<file path="src/rtl/febs_pkg.sv">
// febs_pkg: constants, types and command tables of the flash erase/bypass sequencer host.
// assumes one 40 MHz clock and a byte-wide flash behind the pin cycle engine.
`default_nettype none
package febs_pkg;
  localparam int unsigned CLK_NS          = 25;
  localparam int unsigned T_STROBE_NS     = 50;
  localparam int unsigned STROBE_CYC      = (T_STROBE_NS + CLK_NS - 1) / CLK_NS;
  localparam int unsigned T_RESET_NS      = 500;
  localparam int unsigned RESET_CYC       = (T_RESET_NS + CLK_NS - 1) / CLK_NS;
  localparam int unsigned T_BUSY_NS       = 500;
  localparam int unsigned BUSY_CYC        = (T_BUSY_NS + CLK_NS - 1) / CLK_NS;
  localparam int unsigned T_SECT_TO_US    = 50;
  localparam int unsigned SECT_TO_CYC     = (T_SECT_TO_US * 1000 + CLK_NS - 1) / CLK_NS;
  localparam int unsigned T_ADD_LIMIT_US  = 40;
  localparam int unsigned ADD_CYC         = (T_ADD_LIMIT_US * 1000) / CLK_NS;
  localparam int unsigned T_SUSP_US       = 20;
  localparam int unsigned SUSP_CYC        = (T_SUSP_US * 1000 + CLK_NS - 1) / CLK_NS;

  localparam logic [7:0] OFS_CTRL   = 8'h00;
  localparam logic [7:0] OFS_ADDR   = 8'h04;
  localparam logic [7:0] OFS_DATA   = 8'h08;
  localparam logic [7:0] OFS_STATUS = 8'h0C;
  localparam logic [7:0] OFS_RDATA  = 8'h10;
  localparam logic [19:0] ADDR_RST  = 20'h00000;
  localparam logic [7:0]  DATA_RST  = 8'h00;

  localparam int unsigned ST_BUSY = 0;
  localparam int unsigned ST_BYP  = 1;
  localparam int unsigned ST_CHIP = 2;
  localparam int unsigned ST_WIN  = 3;
  localparam int unsigned ST_SECT = 4;
  localparam int unsigned ST_SUSP = 5;
  localparam int unsigned ST_ERR  = 6;
  localparam int unsigned ST_RDY  = 7;
  localparam int unsigned ST_ABRT = 8;

  localparam logic [7:0] CMD_UNLOCK1 = 8'hAA;
  localparam logic [7:0] CMD_UNLOCK2 = 8'h55;
  localparam logic [7:0] CMD_BYPASS  = 8'h20;
  localparam logic [7:0] CMD_PROG    = 8'hA0;
  localparam logic [7:0] CMD_BYP_X1  = 8'h90;
  localparam logic [7:0] CMD_BYP_X2  = 8'h00;
  localparam logic [7:0] CMD_SETUP   = 8'h80;
  localparam logic [7:0] CMD_CHIP    = 8'h10;
  localparam logic [7:0] CMD_SECT    = 8'h30;
  localparam logic [7:0] CMD_SUSPEND = 8'hB0;
  localparam logic [7:0] CMD_RESUME  = 8'h30;
  localparam logic [7:0] CMD_RESET   = 8'hF0;
  localparam logic [7:0] CMD_AUTOSEL = 8'h90;

  typedef enum logic [3:0] {
    OP_NONE = 4'h0, OP_READ = 4'h1, OP_BYP_ENTER = 4'h2, OP_BYP_PROG = 4'h3,
    OP_BYP_EXIT = 4'h4, OP_CHIP = 4'h5, OP_SECT = 4'h6, OP_SECT_ADD = 4'h7,
    OP_SUSPEND = 4'h8, OP_RESUME = 4'h9, OP_RESET = 4'hA, OP_AUTOSEL = 4'hB,
    OP_HWRST = 4'hC
  } febs_op_t;

  typedef enum logic [1:0] {CK_WRITE = 2'b00, CK_READ = 2'b01, CK_HWRST = 2'b10} febs_kind_t;

  typedef struct packed {
    febs_kind_t  kind;
    logic [19:0] addr;
    logic [7:0]  data;
  } febs_req_t;

  typedef struct packed {
    logic        reset_n;
    logic        ce_n;
    logic        oe_n;
    logic        we_n;
    logic        dq_oe;
    logic [7:0]  dq_o;
    logic [19:0] addr;
  } febs_pins_t;

  function automatic logic [2:0] febs_seq_len(input febs_op_t op);
    case (op)
      OP_BYP_ENTER, OP_AUTOSEL: return 3'd3;
      OP_BYP_PROG, OP_BYP_EXIT: return 3'd2;
      OP_CHIP, OP_SECT:         return 3'd6;
      default:                  return 3'd1;
    endcase
  endfunction : febs_seq_len

  function automatic logic [7:0] febs_seq_byte(input febs_op_t op, input logic [2:0] idx, input logic [7:0] pd);
    logic [7:0] b;
    b = (idx == 3'd0 || idx == 3'd3) ? CMD_UNLOCK1 : CMD_UNLOCK2;
    case (op)
      OP_BYP_ENTER: if (idx == 3'd2) b = CMD_BYPASS;
      OP_AUTOSEL:   if (idx == 3'd2) b = CMD_AUTOSEL;
      OP_BYP_PROG:  b = (idx == 3'd0) ? CMD_PROG : pd;
      OP_BYP_EXIT:  b = (idx == 3'd0) ? CMD_BYP_X1 : CMD_BYP_X2;
      OP_CHIP:      if (idx == 3'd2) b = CMD_SETUP; else if (idx == 3'd5) b = CMD_CHIP;
      OP_SECT:      if (idx == 3'd2) b = CMD_SETUP; else if (idx == 3'd5) b = CMD_SECT;
      OP_SECT_ADD:  b = CMD_SECT;
      OP_SUSPEND:   b = CMD_SUSPEND;
      OP_RESUME:    b = CMD_RESUME;
      OP_RESET:     b = CMD_RESET;
      default:      b = pd;
    endcase
    return b;
  endfunction : febs_seq_byte
endpackage : febs_pkg
`default_nettype wire

</file>
<file path="src/rtl/febs_bus_cycle.sv">
// febs_bus_cycle: runs one flash pin cycle (write, read or hardware reset pulse) per request.
// assumes the flash answers reads within one strobe phase; strobe and reset pins idle high between cycles.
`default_nettype none
module febs_bus_cycle
  import febs_pkg::*;
#(
  parameter int unsigned PHASE_CYC = STROBE_CYC,
  parameter int unsigned RST_CYC   = RESET_CYC
)(
  input  wire logic           aclk,
  input  wire logic           aresetn,
  input  wire logic           go,
  input  wire febs_pkg::febs_req_t req,
  input  wire logic [7:0]     dq_i,
  output logic                done,
  output logic [7:0]          rd_data,
  output febs_pkg::febs_pins_t pins
);
  import febs_pkg::*;
  if (PHASE_CYC < 1 || PHASE_CYC > 255 || RST_CYC < 1 || RST_CYC > 255)
    $error("febs_bus_cycle: phase counts out of range");

  typedef enum logic [1:0] {CY_IDLE = 2'b00, CY_SETUP = 2'b01, CY_STROBE = 2'b10, CY_HOLD = 2'b11} febs_cy_t;
  localparam febs_pins_t PINS_IDLE = '{reset_n: 1'b1, ce_n: 1'b1, oe_n: 1'b1, we_n: 1'b1,
                                       dq_oe: 1'b0, dq_o: 8'h00, addr: 20'h00000};
  febs_cy_t   st_q, st_d;
  logic [7:0] cnt_q, cnt_d, rd_q, rd_d;
  logic       done_q, done_d;
  febs_req_t  req_q, req_d;
  febs_pins_t pins_q, pins_d;

  always_comb
  begin
    st_d = st_q; cnt_d = cnt_q; rd_d = rd_q; req_d = req_q; pins_d = pins_q; done_d = 1'b0;
    case (st_q)
      CY_IDLE:
        if (go)
        begin
          req_d = req;
          cnt_d = 8'(PHASE_CYC - 1);
          st_d  = CY_SETUP;
          // address is set as ce falls, a setup phase before we falls, so the later falling edge latches it
          pins_d.addr  = req.addr;
          pins_d.dq_o  = req.data;
          pins_d.dq_oe = (req.kind == CK_WRITE);
          pins_d.ce_n  = (req.kind == CK_HWRST);
        end
      CY_SETUP:
        if (cnt_q == 8'h00)
        begin
          st_d  = CY_STROBE;
          cnt_d = (req_q.kind == CK_HWRST) ? 8'(RST_CYC - 1) : 8'(PHASE_CYC - 1);
          pins_d.we_n    = (req_q.kind != CK_WRITE);
          pins_d.oe_n    = (req_q.kind != CK_READ);
          pins_d.reset_n = (req_q.kind != CK_HWRST);
        end
        else cnt_d = cnt_q - 8'h01;
      CY_STROBE:
        if (cnt_q == 8'h00)
        begin
          st_d  = CY_HOLD;
          cnt_d = 8'(PHASE_CYC - 1);
          if (req_q.kind == CK_READ) rd_d = dq_i;
          // we rises while data is still driven: data is latched on that earlier rising edge
          pins_d.we_n = 1'b1;
          pins_d.oe_n = 1'b1;
          pins_d.reset_n = 1'b1;
        end
        else cnt_d = cnt_q - 8'h01;
      CY_HOLD:
        if (cnt_q == 8'h00)
        begin
          st_d   = CY_IDLE;
          pins_d = PINS_IDLE;
          done_d = 1'b1;
        end
        else cnt_d = cnt_q - 8'h01;
      default: st_d = CY_IDLE;
    endcase
  end

  always_ff @(posedge aclk)
  begin
    if (!aresetn)
    begin
      st_q <= CY_IDLE; cnt_q <= 8'h00; rd_q <= 8'h00; done_q <= 1'b0;
      req_q <= '0; pins_q <= PINS_IDLE;
    end
    else
    begin
      st_q <= st_d; cnt_q <= cnt_d; rd_q <= rd_d; done_q <= done_d;
      req_q <= req_d; pins_q <= pins_d;
    end
  end

  assign done    = done_q;
  assign rd_data = rd_q;
  assign pins    = pins_q;
endmodule : febs_bus_cycle
`default_nettype wire

</file>
<file path="src/rtl/febs_ctrl.sv">
// febs_ctrl: host controller that drives a byte-wide flash's command state machine from AXI4-Lite.
// assumes the flash pins are wired straight to the pin struct; ready_busy_pin is high when ready.
// Functional notes
// bypass entry is two unlock writes then 20h
// bypass program is A0h then address with data, repeatable
// in bypass mode only bypass program and bypass exit are valid
// bypass exit writes 90h then 00h, back to array read
// chip erase is six writes ending in 10h, last starts erase
// the flash preprograms and verifies internally; host supplies no timing
// the flash ignores every command during chip erase
// hardware reset aborts erase; host must reissue erase afterwards
// erase completion returns the flash to array read
// sector erase is six writes, last carries sector address and 30h
// a 50 us window after the last strobe accepts further sectors
// host spaces extra sector commands under 50 us apart
// other commands in the window return to array read; rewrite all
// an erase timer bit shows whether the window has expired
// once sector erase runs only suspend is valid
// suspend is valid only in sector erase or its window
// suspend takes at most 20 us, immediate within the window
// suspended flash allows reads and programs outside erasing sectors; febs_legal allows reads but refuses programs while suspended
// autoselect works during suspend and returns to suspend
// resume continues erase; repeats ignored; later suspend allowed again
// erase progress shows on polling, toggle bits and ready_busy_pin
// address latches on later falling strobe, data on earlier rising
// sector chosen by top seven address bits
// codes AAh, 55h, 80h, 10h, 30h, B0h, resume 30h
// departures from valid sequences return the flash to array read
`default_nettype none
module febs_ctrl
  import febs_pkg::*;
#(
  parameter int unsigned SECT_TO  = SECT_TO_CYC,
  parameter int unsigned ADD_LIM  = ADD_CYC,
  parameter int unsigned SUSP_MAX = SUSP_CYC
)(
  input  wire logic            aclk,
  input  wire logic            aresetn,
  input  wire logic [7:0]      awaddr,
  input  wire logic            awvalid,
  output logic                 awready,
  input  wire logic [31:0]     wdata,
  input  wire logic [3:0]      wstrb,
  input  wire logic            wvalid,
  output logic                 wready,
  output logic [1:0]           bresp,
  output logic                 bvalid,
  input  wire logic            bready,
  input  wire logic [7:0]      araddr,
  input  wire logic            arvalid,
  output logic                 arready,
  output logic [31:0]          rdata,
  output logic [1:0]           rresp,
  output logic                 rvalid,
  input  wire logic            rready,
  input  wire logic [7:0]      fl_dq_i,
  input  wire logic            ready_busy_pin,
  output febs_pkg::febs_pins_t fl_pins
);
  import febs_pkg::*;
  if (ADD_LIM >= SECT_TO || SECT_TO > 4095 || SUSP_MAX < 1 || SUSP_MAX > 1000 || BUSY_CYC >= SUSP_MAX)
    $error("febs_ctrl: timing parameters out of range");

  typedef enum logic [1:0] {CS_IDLE = 2'b00, CS_ISSUE = 2'b01, CS_WAIT = 2'b10, CS_SUSP = 2'b11} febs_cs_t;

  // ---------------- register bus ----------------
  logic        awready_q, awready_d, arready_q, arready_d, bvalid_q, bvalid_d, rvalid_q, rvalid_d;
  logic [1:0]  bresp_q, bresp_d, rresp_q, rresp_d;
  logic [31:0] rdata_q, rdata_d;
  logic [19:0] addr_q, addr_d;
  logic [7:0]  data_q, data_d;
  logic        wr_take, rd_take, start, err_clr;
  febs_op_t    start_op;
  logic [8:0]  status;
  logic [7:0]  rd_byte;
  logic [31:0] wmask;

  function automatic logic [31:0] febs_wmask(input logic [3:0] s);
    return {{8{s[3]}}, {8{s[2]}}, {8{s[1]}}, {8{s[0]}}};
  endfunction : febs_wmask

  assign wr_take  = awready_q && awvalid && wvalid;
  assign rd_take  = arready_q && arvalid;
  assign start    = wr_take && awaddr == OFS_CTRL && wstrb[0];
  assign start_op = febs_op_t'(wdata[3:0]);
  assign err_clr  = wr_take && awaddr == OFS_STATUS && wstrb[0] && wdata[ST_ERR];
  assign wmask    = febs_wmask(wstrb);

  always_comb
  begin
    awready_d = awvalid && wvalid && !bvalid_q && !awready_q;
    arready_d = arvalid && !rvalid_q && !arready_q;
    bvalid_d = bvalid_q && !bready; bresp_d = bresp_q;
    rvalid_d = rvalid_q && !rready; rresp_d = rresp_q; rdata_d = rdata_q;
    addr_d = addr_q; data_d = data_q;
    if (wr_take)
    begin
      bvalid_d = 1'b1;
      bresp_d  = 2'b00;
      case (awaddr)
        OFS_ADDR:   addr_d = (addr_q & ~wmask[19:0]) | (wdata[19:0] & wmask[19:0]);
        OFS_DATA:   if (wstrb[0]) data_d = wdata[7:0];
        OFS_CTRL, OFS_STATUS: ;
        default:    bresp_d = 2'b10;
      endcase
    end
    if (rd_take)
    begin
      rvalid_d = 1'b1;
      rresp_d  = 2'b00;
      case (araddr)
        OFS_CTRL:   rdata_d = 32'h00000000;
        OFS_ADDR:   rdata_d = {12'h000, addr_q};
        OFS_DATA:   rdata_d = {24'h000000, data_q};
        OFS_STATUS: rdata_d = {23'h000000, status};
        OFS_RDATA:  rdata_d = {24'h000000, rd_byte};
        default:
        begin
          rdata_d = 32'h00000000;
          rresp_d = 2'b10;
        end
      endcase
    end
  end

  always_ff @(posedge aclk)
  begin
    if (!aresetn)
    begin
      awready_q <= 1'b0; arready_q <= 1'b0; bvalid_q <= 1'b0; rvalid_q <= 1'b0;
      bresp_q <= 2'b00; rresp_q <= 2'b00; rdata_q <= 32'h00000000;
      addr_q <= ADDR_RST; data_q <= DATA_RST;
    end
    else
    begin
      awready_q <= awready_d; arready_q <= arready_d; bvalid_q <= bvalid_d; rvalid_q <= rvalid_d;
      bresp_q <= bresp_d; rresp_q <= rresp_d; rdata_q <= rdata_d;
      addr_q <= addr_d; data_q <= data_d;
    end
  end

  assign awready = awready_q;
  assign wready  = awready_q;
  assign bvalid  = bvalid_q;
  assign bresp   = bresp_q;
  assign arready = arready_q;
  assign rvalid  = rvalid_q;
  assign rresp   = rresp_q;
  assign rdata   = rdata_q;

  // ---------------- command sequencer ----------------
  febs_cs_t   cs_q, cs_d;
  febs_op_t   op_q, op_d;
  logic [2:0] idx_q, idx_d;
  logic [11:0] tmr_q, tmr_d;
  logic       go_q, go_d, byp_q, byp_d, chip_q, chip_d, win_q, win_d, sect_q, sect_d;
  logic       susp_q, susp_d, err_q, err_d, abrt_q, abrt_d;
  febs_req_t  req_q, req_d;
  logic       cyc_done, seq_end;

  // host-side view of which commands the flash will honour in its present mode
  function automatic logic febs_legal(input febs_op_t op, input logic byp, input logic chip,
                                      input logic win, input logic sect, input logic susp,
                                      input logic [11:0] tmr);
    if (op == OP_HWRST || op == OP_READ) return 1'b1;
    if (byp)  return op == OP_BYP_PROG || op == OP_BYP_EXIT;
    if (chip) return 1'b0;
    if (win)  return op == OP_SUSPEND || op == OP_RESET ||
                     (op == OP_SECT_ADD && tmr < 12'(ADD_LIM));
    if (sect) return op == OP_SUSPEND;
    if (susp) return op == OP_RESUME || op == OP_AUTOSEL || op == OP_RESET;
    return !(op inside {OP_NONE, OP_SECT_ADD, OP_SUSPEND, OP_RESUME, OP_BYP_PROG, OP_BYP_EXIT});
  endfunction : febs_legal

  assign seq_end = cs_q == CS_WAIT && cyc_done && idx_q == febs_seq_len(op_q) - 3'd1;
  assign status  = {abrt_q, ready_busy_pin, err_q, susp_q, sect_q, win_q, chip_q, byp_q, cs_q != CS_IDLE};

  always_comb
  begin
    cs_d = cs_q; op_d = op_q; idx_d = idx_q; go_d = 1'b0; req_d = req_q;
    byp_d = byp_q; chip_d = chip_q; win_d = win_q; sect_d = sect_q; susp_d = susp_q;
    abrt_d = abrt_q;
    err_d = err_q && !err_clr;
    tmr_d = (tmr_q == 12'hFFF) ? tmr_q : tmr_q + 12'h001;
    // the window closes on its own; erase then runs until the flash reports ready
    if (win_q && tmr_q >= 12'(SECT_TO - 1))
    begin
      win_d  = 1'b0;
      sect_d = 1'b1;
      tmr_d  = 12'h000;
    end
    // ready_busy_pin is ignored for a short guard so the flash has time to go busy
    // a reset pulse frees ready_busy_pin early; that must count as an abort, not completion
    if ((chip_q || (sect_q && cs_q != CS_SUSP)) && tmr_q >= 12'(BUSY_CYC) && ready_busy_pin &&
        !(cs_q != CS_IDLE && op_q == OP_HWRST))
    begin
      chip_d = 1'b0;
      sect_d = 1'b0;
    end
    case (cs_q)
      CS_IDLE:
        if (start)
        begin
          if (febs_legal(start_op, byp_q, chip_q, win_q, sect_q, susp_q, tmr_q))
          begin
            op_d  = start_op;
            idx_d = 3'd0;
            cs_d  = CS_ISSUE;
          end
          else err_d = 1'b1;
        end
      CS_ISSUE:
      begin
        go_d       = 1'b1;
        req_d.kind = (op_q == OP_READ) ? CK_READ : (op_q == OP_HWRST) ? CK_HWRST : CK_WRITE;
        req_d.data = febs_seq_byte(op_q, idx_q, data_q);
        // only the final cycle of each command carries the target address; earlier cycles drive address 0
        req_d.addr = (idx_q == febs_seq_len(op_q) - 3'd1) ? addr_q : 20'h00000;
        cs_d       = CS_WAIT;
      end
      CS_WAIT:
        if (cyc_done)
        begin
          idx_d = idx_q + 3'd1;
          cs_d  = seq_end ? CS_IDLE : CS_ISSUE;
          if (seq_end)
            case (op_q)
              OP_BYP_ENTER: byp_d = 1'b1;
              OP_BYP_EXIT:  byp_d = 1'b0;
              OP_CHIP:
              begin
                chip_d = 1'b1;
                tmr_d  = 12'h000;
              end
              OP_SECT, OP_SECT_ADD:
              begin
                win_d = 1'b1;
                tmr_d = 12'h000;
              end
              OP_SUSPEND:
                if (win_q)
                begin
                  win_d  = 1'b0;
                  sect_d = 1'b0;
                  susp_d = 1'b1;
                end
                else
                begin
                  tmr_d = 12'h000;
                  cs_d  = CS_SUSP;
                end
              OP_RESUME:
              begin
                susp_d = 1'b0;
                sect_d = 1'b1;
                tmr_d  = 12'h000;
              end
              OP_RESET: win_d = 1'b0;
              OP_HWRST:
              begin
                abrt_d = abrt_q || chip_q || win_q || sect_q || susp_q;
                byp_d  = 1'b0;
                chip_d = 1'b0;
                win_d  = 1'b0;
                sect_d = 1'b0;
                susp_d = 1'b0;
              end
              default: ;
            endcase
        end
      CS_SUSP:
        if (tmr_q >= 12'(SUSP_MAX - 1))
        begin
          sect_d = 1'b0;
          susp_d = 1'b1;
          cs_d   = CS_IDLE;
        end
      default: cs_d = CS_IDLE;
    endcase
    if (start && cs_q != CS_IDLE) err_d = 1'b1;
  end

  always_ff @(posedge aclk)
  begin
    if (!aresetn)
    begin
      cs_q <= CS_IDLE; op_q <= OP_NONE; idx_q <= 3'd0; go_q <= 1'b0; req_q <= '0; tmr_q <= 12'h000;
      byp_q <= 1'b0; chip_q <= 1'b0; win_q <= 1'b0; sect_q <= 1'b0; susp_q <= 1'b0;
      err_q <= 1'b0; abrt_q <= 1'b0;
    end
    else
    begin
      cs_q <= cs_d; op_q <= op_d; idx_q <= idx_d; go_q <= go_d; req_q <= req_d; tmr_q <= tmr_d;
      byp_q <= byp_d; chip_q <= chip_d; win_q <= win_d; sect_q <= sect_d; susp_q <= susp_d;
      err_q <= err_d; abrt_q <= abrt_d;
    end
  end

  febs_bus_cycle u_cycle (
    .aclk    (aclk),
    .aresetn (aresetn),
    .go      (go_q),
    .req     (req_q),
    .dq_i    (fl_dq_i),
    .done    (cyc_done),
    .rd_data (rd_byte),
    .pins    (fl_pins)
  );

  // ---------------- checks ----------------
  localparam int SUSP_BOUND = int'(SUSP_MAX);
endmodule : febs_ctrl
`default_nettype wire

</file>
<file path="config.mk">
export PLATFORM = sky130hd
export DESIGN_NAME = febs_ctrl
export DESIGN_NICKNAME = d
export VERILOG_FILES = /design/src/rtl/febs_pkg.sv /design/src/rtl/febs_bus_cycle.sv /design/src/rtl/febs_ctrl.sv
export SDC_FILE = /design/constraint.sdc
export NUM_CORES = 1
export LEC_CHECK = 0
export BUFFER_PORTS_ARGS = -buffer_cell sky130_fd_sc_hd__buf_2
export CELL_PAD_IN_SITES_DETAIL_PLACEMENT = 1
export CELL_PAD_IN_SITES_GLOBAL_PLACEMENT = 1
export CORE_MARGIN = 8
export CORE_UTILIZATION = 44
export DETAILED_ROUTE_END_ITERATION = 10
export PLACE_DENSITY_LB_ADDON = 0.12
export SYNTH_ARGS = -nofsm -noshare
export SYNTH_HDL_FRONTEND = slang
export SYNTH_HIERARCHICAL = 1
export SYNTH_SLANG_ARGS = --single-unit
export TNS_END_PERCENT = 5
</file>
<file path="constraint.sdc">
create_clock -name aclk -period 3 [get_ports aclk]
set_clock_uncertainty 0.05 [all_clocks]
set_input_delay 0.45 -clock aclk [delete_from_list [all_inputs] [get_ports aclk]]
set_output_delay 0.45 -clock aclk [all_outputs]
set_load 0.005 [all_outputs]
</file>
**After elaboration in Yosys (flattened, before gate mapping)**

Index checks and enable logic that the tools add are counted.

- Equal/unequal tests: 58
- Magnitude comparators: 4
- Bitwise logic cells: 4
- Add/subtract/negate cells: 5
- Multiplexer cells: 145
- Reduce and logical (&&, ||, !) cells: 89

Operators with widths:

| kind | number |
|---|---|
| 8-bit two-way mux | 13 |
| 1-bit two-way mux | 83 |
| 20-bit one-hot mux with 4 select lines | 1 |
| 12-bit two-way mux | 6 |
| 8-bit one-hot mux with 9 select lines | 1 |
| 29-bit one-hot mux with 2 select lines | 1 |
| 20-bit AND | 2 |
| 4-bit == test, second input constant | 10 |
| 33-bit two-way mux | 1 |
| 8-bit by 4-bit == test with 1-bit output, second input constant | 4 |
| 2-bit two-way mux | 16 |
| 8-bit one-hot mux with 4 select lines | 1 |
| 29-bit two-way mux | 1 |
| 1-bit logical AND | 26 |
| 4-bit by 3-bit == test with 1-bit output, second input constant | 6 |
| 8-bit zero test | 3 |
| 12-bit one-hot mux with 2 select lines | 1 |
| 4-bit AND reduction | 6 |
| 20-bit two-way mux | 1 |
| 20-bit inverter | 1 |
| 20-bit bitwise OR | 1 |
| 8-bit by 3-bit == test with 1-bit output, second input constant | 2 |
| 2-bit inequality test, second input constant | 8 |
| 2-bit one-hot mux with 4 select lines | 2 |
| other kinds (41) | 108 |

- Input port bits: 68
- Register bits: 181
- Output and inout bits: 74

**Logic depth before layout (Yosys ltp)**

- Depth in word-level cells: 43
- Gate-level depth with buffers: 9
- Gate-level depth less buffers: 8

**Hierarchy**

Netlist, hierarchy kept.

Modules (own cells, without submodules):

| module | sequential area each (um^2) | area each (um^2) | instances | cells each |
|---|---|---|---|---|
| febs_ctrl | 2262.2 | 5549.1 | 1 | 703 |
| febs_bus_cycle | 1081.0 | 2338.5 | 1 | 271 |

**Worst setup path after synthesis**

OpenSTA, ideal clock, no wires.

- Kind: input-to-reg
- From: input araddr[0]
- To: register rdata_q[10], in the netlist rdata[10]
- Data arrival time: 1.893 ns
- Path buffers: 1
- Stages: 7
- Slack: 0.987 ns
- Path through: or4_1 -> nor3_2 -> nand2_1 -> nor2_2 -> buf_2 -> nand3_1 -> a21oi_1

- Word-level cells in the longest chain between the ends: 2
- Elaborated cells between the ends (all ways): 5
- Those cells by class: eq/ne (4); mux (1)

RTL lines:

| item | RTL line | text |
|---|---|---|
| start, declared | febs_ctrl.sv:49 | `input wire logic [7:0] araddr,` |
| 8-bit by 5-bit == test with 1-bit output, or another cell as far along | febs_ctrl.sv:111 | `case (araddr)` |
| 20-bit one-hot mux with 4 select lines * | febs_ctrl.sv:111 |  |
| end signal, assigned | febs_ctrl.sv:137 | `bresp_q <= bresp_d; rresp_q <= rresp_d; rdata_q <= rdata_d;` |
| end, declared | febs_ctrl.sv:69 | `logic [31:0] rdata_q, rdata_d;` |

Mark *: on every way between the ends. The rest lies on a longest branch, timed or not.
A chain may end at the register's enable or synchronous reset.

**Final worst setup path**

- From: register op_q[2]
- To: register tmr_q[4]

- Word-level cells in the longest chain between the ends: 9
- Elaborated cells between the ends (all ways): 21
- Those cells by class: add/sub (1); eq/ne (10); mux (5); reduce/logical (5)

RTL lines:

| item | RTL line | text |
|---|---|---|
| start, declared | febs_ctrl.sv:153 | `febs_op_t op_q, op_d;` |
| start signal, assigned | febs_ctrl.sv:293 | `cs_q <= cs_d; op_q <= op_d; idx_q <= idx_d; go_q <= go_d; req_q <= req_d; tmr_q <= tmr_d;` |
| 4-bit by 3-bit == test with 1-bit output, or another cell as far along | febs_pkg.sv:77, febs_ctrl.sv:227 |  |
| 2-bit OR reduction | febs_pkg.sv:77 | `case (op)` |
| 3-bit one-hot mux with 3 select lines | febs_pkg.sv:77 |  |
| 3-bit by 1-bit subtractor with 3-bit output | febs_ctrl.sv:175 | `assign seq_end = cs_q == CS_WAIT && cyc_done && idx_q == febs_seq_len(op_q) - 3'd1;` |
| 3-bit == test | febs_ctrl.sv:175 |  |
| 1-bit logical AND | febs_ctrl.sv:175 |  |
| 12-bit two-way mux * | febs_ctrl.sv:226 | `if (seq_end)` |
| 12-bit two-way mux * | febs_ctrl.sv:222 | `if (cyc_done)` |
| 12-bit two-way mux * | febs_ctrl.sv:200 | `case (cs_q)` |
| end signal, assigned | febs_ctrl.sv:293 |  |
| end, declared | febs_ctrl.sv:155 | `logic [11:0] tmr_q, tmr_d;` |

Marks and branches as above.

==> impl_metrics.json <==
{
  "combPwrFrac_pct": 9.5,
  "hold_path.class": "in2reg",
  "cp-start-kind": "flop",
  "endpoint_kind": "flop",
  "routedWlPerCell_um": 18.8,
  "yosysWarnings": 6,
  "grt_max_degree": 39,
  "finalMaxSlewViolations": 0,
  "synth_top_area_share_pct": 42.4,
  "totalNegativeSetupSlack_ns": 0,
  "vias": 7424,
  "grt_pass1_vias": 7311,
  "powerDensity_mw_per_mm2": 541,
  "antennaDiodeCount": 0,
  "synth_flop_cell": "dfxtp_1",
  "crit_type": "reg2reg",
  "async_flop_share_pct": 0,
  "cts_resized": 0,
  "p_leak_nw": 3.52,
  "firstDrtPassIters": 5,
  "postCtsSetupRepairBufs": 0,
  "pin_count": 142,
  "worst_ep_required_time_ns": 3.30,
  "rsz0062_at_grt": "false",
  "die_y_um": 150,
  "cp_num_buf_inv": 1,
  "numPortBuffers": 114,
  "critPathMaxFanout": 18,
  "stdcell_count": 1297,
  "synth_top_cells_by_area": "dfxtp_1, a21oi_1, nand2_1, nand3_1, nor2_1",
  "rows": 49,
  "ys_ff_latch": 167,
  "cts_tree": "yes",
  "synth_cells": 974,
  "critical_path.cell_chain": "inv_1 > a32o_1 > nand3_1 > a211oi_4 > a221o_2 > a211oi_1",
  "pwr-share-seq_pct": 46.0,
  "worstPathArrival_ns": 2.83,
  "finalWeightedCongestion": 0.878,
  "fin_crit_ns": 2.54,
  "die_x_um": 150,
  "placeableCoreArea_mm2": 0.0178,
  "net-switching-power_w": 0.00137,
  "worstMarginPinSlew_ns": 0.830,
  "setup_viol": 0,
  "cp_top_family": "compound AO/OA/AOI/OAI gates",
  "drive_gt1_share_pct": 18.8,
  "synth-edff-count": 0,
  "dieArea_mm2": 0.0225,
  "worstSkewPairLatency_ns": 0.44,
  "area_delta_synth_final_pct": 16.0,
  "drc": 0,
  "clock-sinks": 167,
  "cts_made_buffers": 17,
  "peakVddDrop_mv": 0.411,
  "relSlewSlack_pct": 44.6,
  "synth_top_area_cell": "dfxtp_1",
  "timing.fmax_ghz": 0.394,
  "p_sw_share_pct": 27.6,
  "preCtsSetupSlack_ns": 0.440,
  "synth_cell_types": 83,
  "synth.most_common_cell": "dfxtp_1",
  "grt_pass1_wl_um": 39500,
  "period_share_pct": 84.5,
  "seq_area_frac_synth_pct": 42.4,
  "p_clk_share_pct": 44.5,
  "cts_max_path_buffers": 2,
  "routed_wl_um": 24400,
  "start_util_pct": 44.4,
  "cts-root-buf": "clkbuf_16",
  "htree_num_levels": 4,
  "clk_pin_slew_ns": 0.08,
  "fin_ws_ns": 0.464,
  "track_usage_pct": 21.8,
  "place_inst": 1265,
  "routed_via_density": 5.72,
  "antenna_found_initial": 0,
  "netlist_area_mm2": 0.00789,
  "cpPeakStageDelay_ns": 0.74,
  "postLayoutCellArea_mm2": 0.00915,
  "ant_nets": 0,
  "grt_overflow_total": 0,
  "postSynthAreaPerCell_um2": 8.10,
  "drt-initial-drc-count": 429,
  "place_area_mm2": 0.00857,
  "status": "finished, final reports clean",
  "hold_viol_final": 0,
  "dp_hpwl_um": 17600,
  "synthTopCellsByCount": "dfxtp_1, a21oi_1, nand2_1, nor2_1, nand3_1",
  "final_util_pct": 51.5,
  "p_int_w": 0.00359,
  "hold_buffers": 0,
  "slowest_stage": "dfxtp_1",
  "max_cap_viol_count": 0,
  "fin_nets": 1135
}
cell type report:
class                      count  area [um2]
clock buffer                  18         429
clock inverter                14         151
fill                        2192        8630
inverter                      23        86.3
multi-input combinational    708        4110
sequential                   167        3340
tap                          229         287
timing repair buffer         138         751
worst min-delay path, cell delays in order:
cell,delay [ns]
buf_2,0.07
mux2i_1,0.05
nor2_1,0.07
stage by stage:
stage | hold slack, ns | total power, W
final | 0.192 | 0.00495
after global routing | 0.199 | 0.00515
after detailed placement | 0.392 | 0.00280
after global placement | 0.386 | 0.00279
after floorplan | 0.376 | 0.00266
after CTS | 0.180 | 0.00499
power groups by stage:
| stage | Sequential (W) | Clock (W) | Combinational [W] |
|---|---|---|---|
| 6_report | 0.00228 | 0.00220 | 0.000472 |
| 5_1_grt | 0.00228 | 0.00235 | 0.000522 |
| 4_1_cts | 0.00228 | 0.00224 | 0.000472 |
| 3_5_place_dp | 0.00233 | 0 | 0.000470 |
| 3_3_place_gp | 0.00233 | 0 | 0.000458 |
| 2_1_floorplan | 0.00232 | 0 | 0.000334 |
final timing paths:
path	startpoint	slack (ns)	cells past startpoint	end
setup / recovery	op_q[2]	0.46	6	tmr_q[4]
hold / removal	fl_dq_i[2]	0.19	3	u_cycle/rd_data[2]
setup reg to reg	op_q[2]	0.46	6	tmr_q[4]
hold reg to reg	bvalid	0.40	1	awready
routing by layer:
layer | wire length [um] | GRT usage [%]
met1 | 12100 | 30.9
met2 | 10900 | 33.0
met3 | 1200 | 4.41
met4 | 252 | 5.30
met5 | 0 | 0
cell families (layout without fill, tap and decap cells):
logic type	after synthesis	after routing	synth area share, %
mux	30	30	4.08
simple gates	361	361	22.6
buf+inv	112	193	6.30
xor+xnor	11	11	1.32
compound gates	280	280	21.4
other cells	1	14	0.0475
flops	167	167	42.4
fa+ha+maj	12	12	1.90
layout by cell type (no fill, tap or decap), types with 4 or more instances in the layout:
master	Yosys	layout
dfxtp_1	167	167
a21oi_1	125	125
nand2_1	116	116
buf_2	7	114
nor2_1	69	69
nand3_1	61	61
nand4_1	38	38
o21ai_0	38	38
o21ai_1	37	37
buf_4	16	24
mux2i_1	22	22
inv_1	22	21
clkbuf_16	0	17
nor3_1	16	16
conb_1	1	14
nor2b_1	13	12
ha_1	12	12
a31oi_1	11	10
a222oi_1	8	8
mux2_2	7	7
xnor2_1	6	6
inv_6	0	6
nand3b_1	5	5
o31ai_1	5	5
a211oi_1	5	5
nand2b_1	4	4
xor2_1	4	4
and3_1	4	4
and2_1	4	4
inv_8	0	4
(Power assumes the default switching activity.)
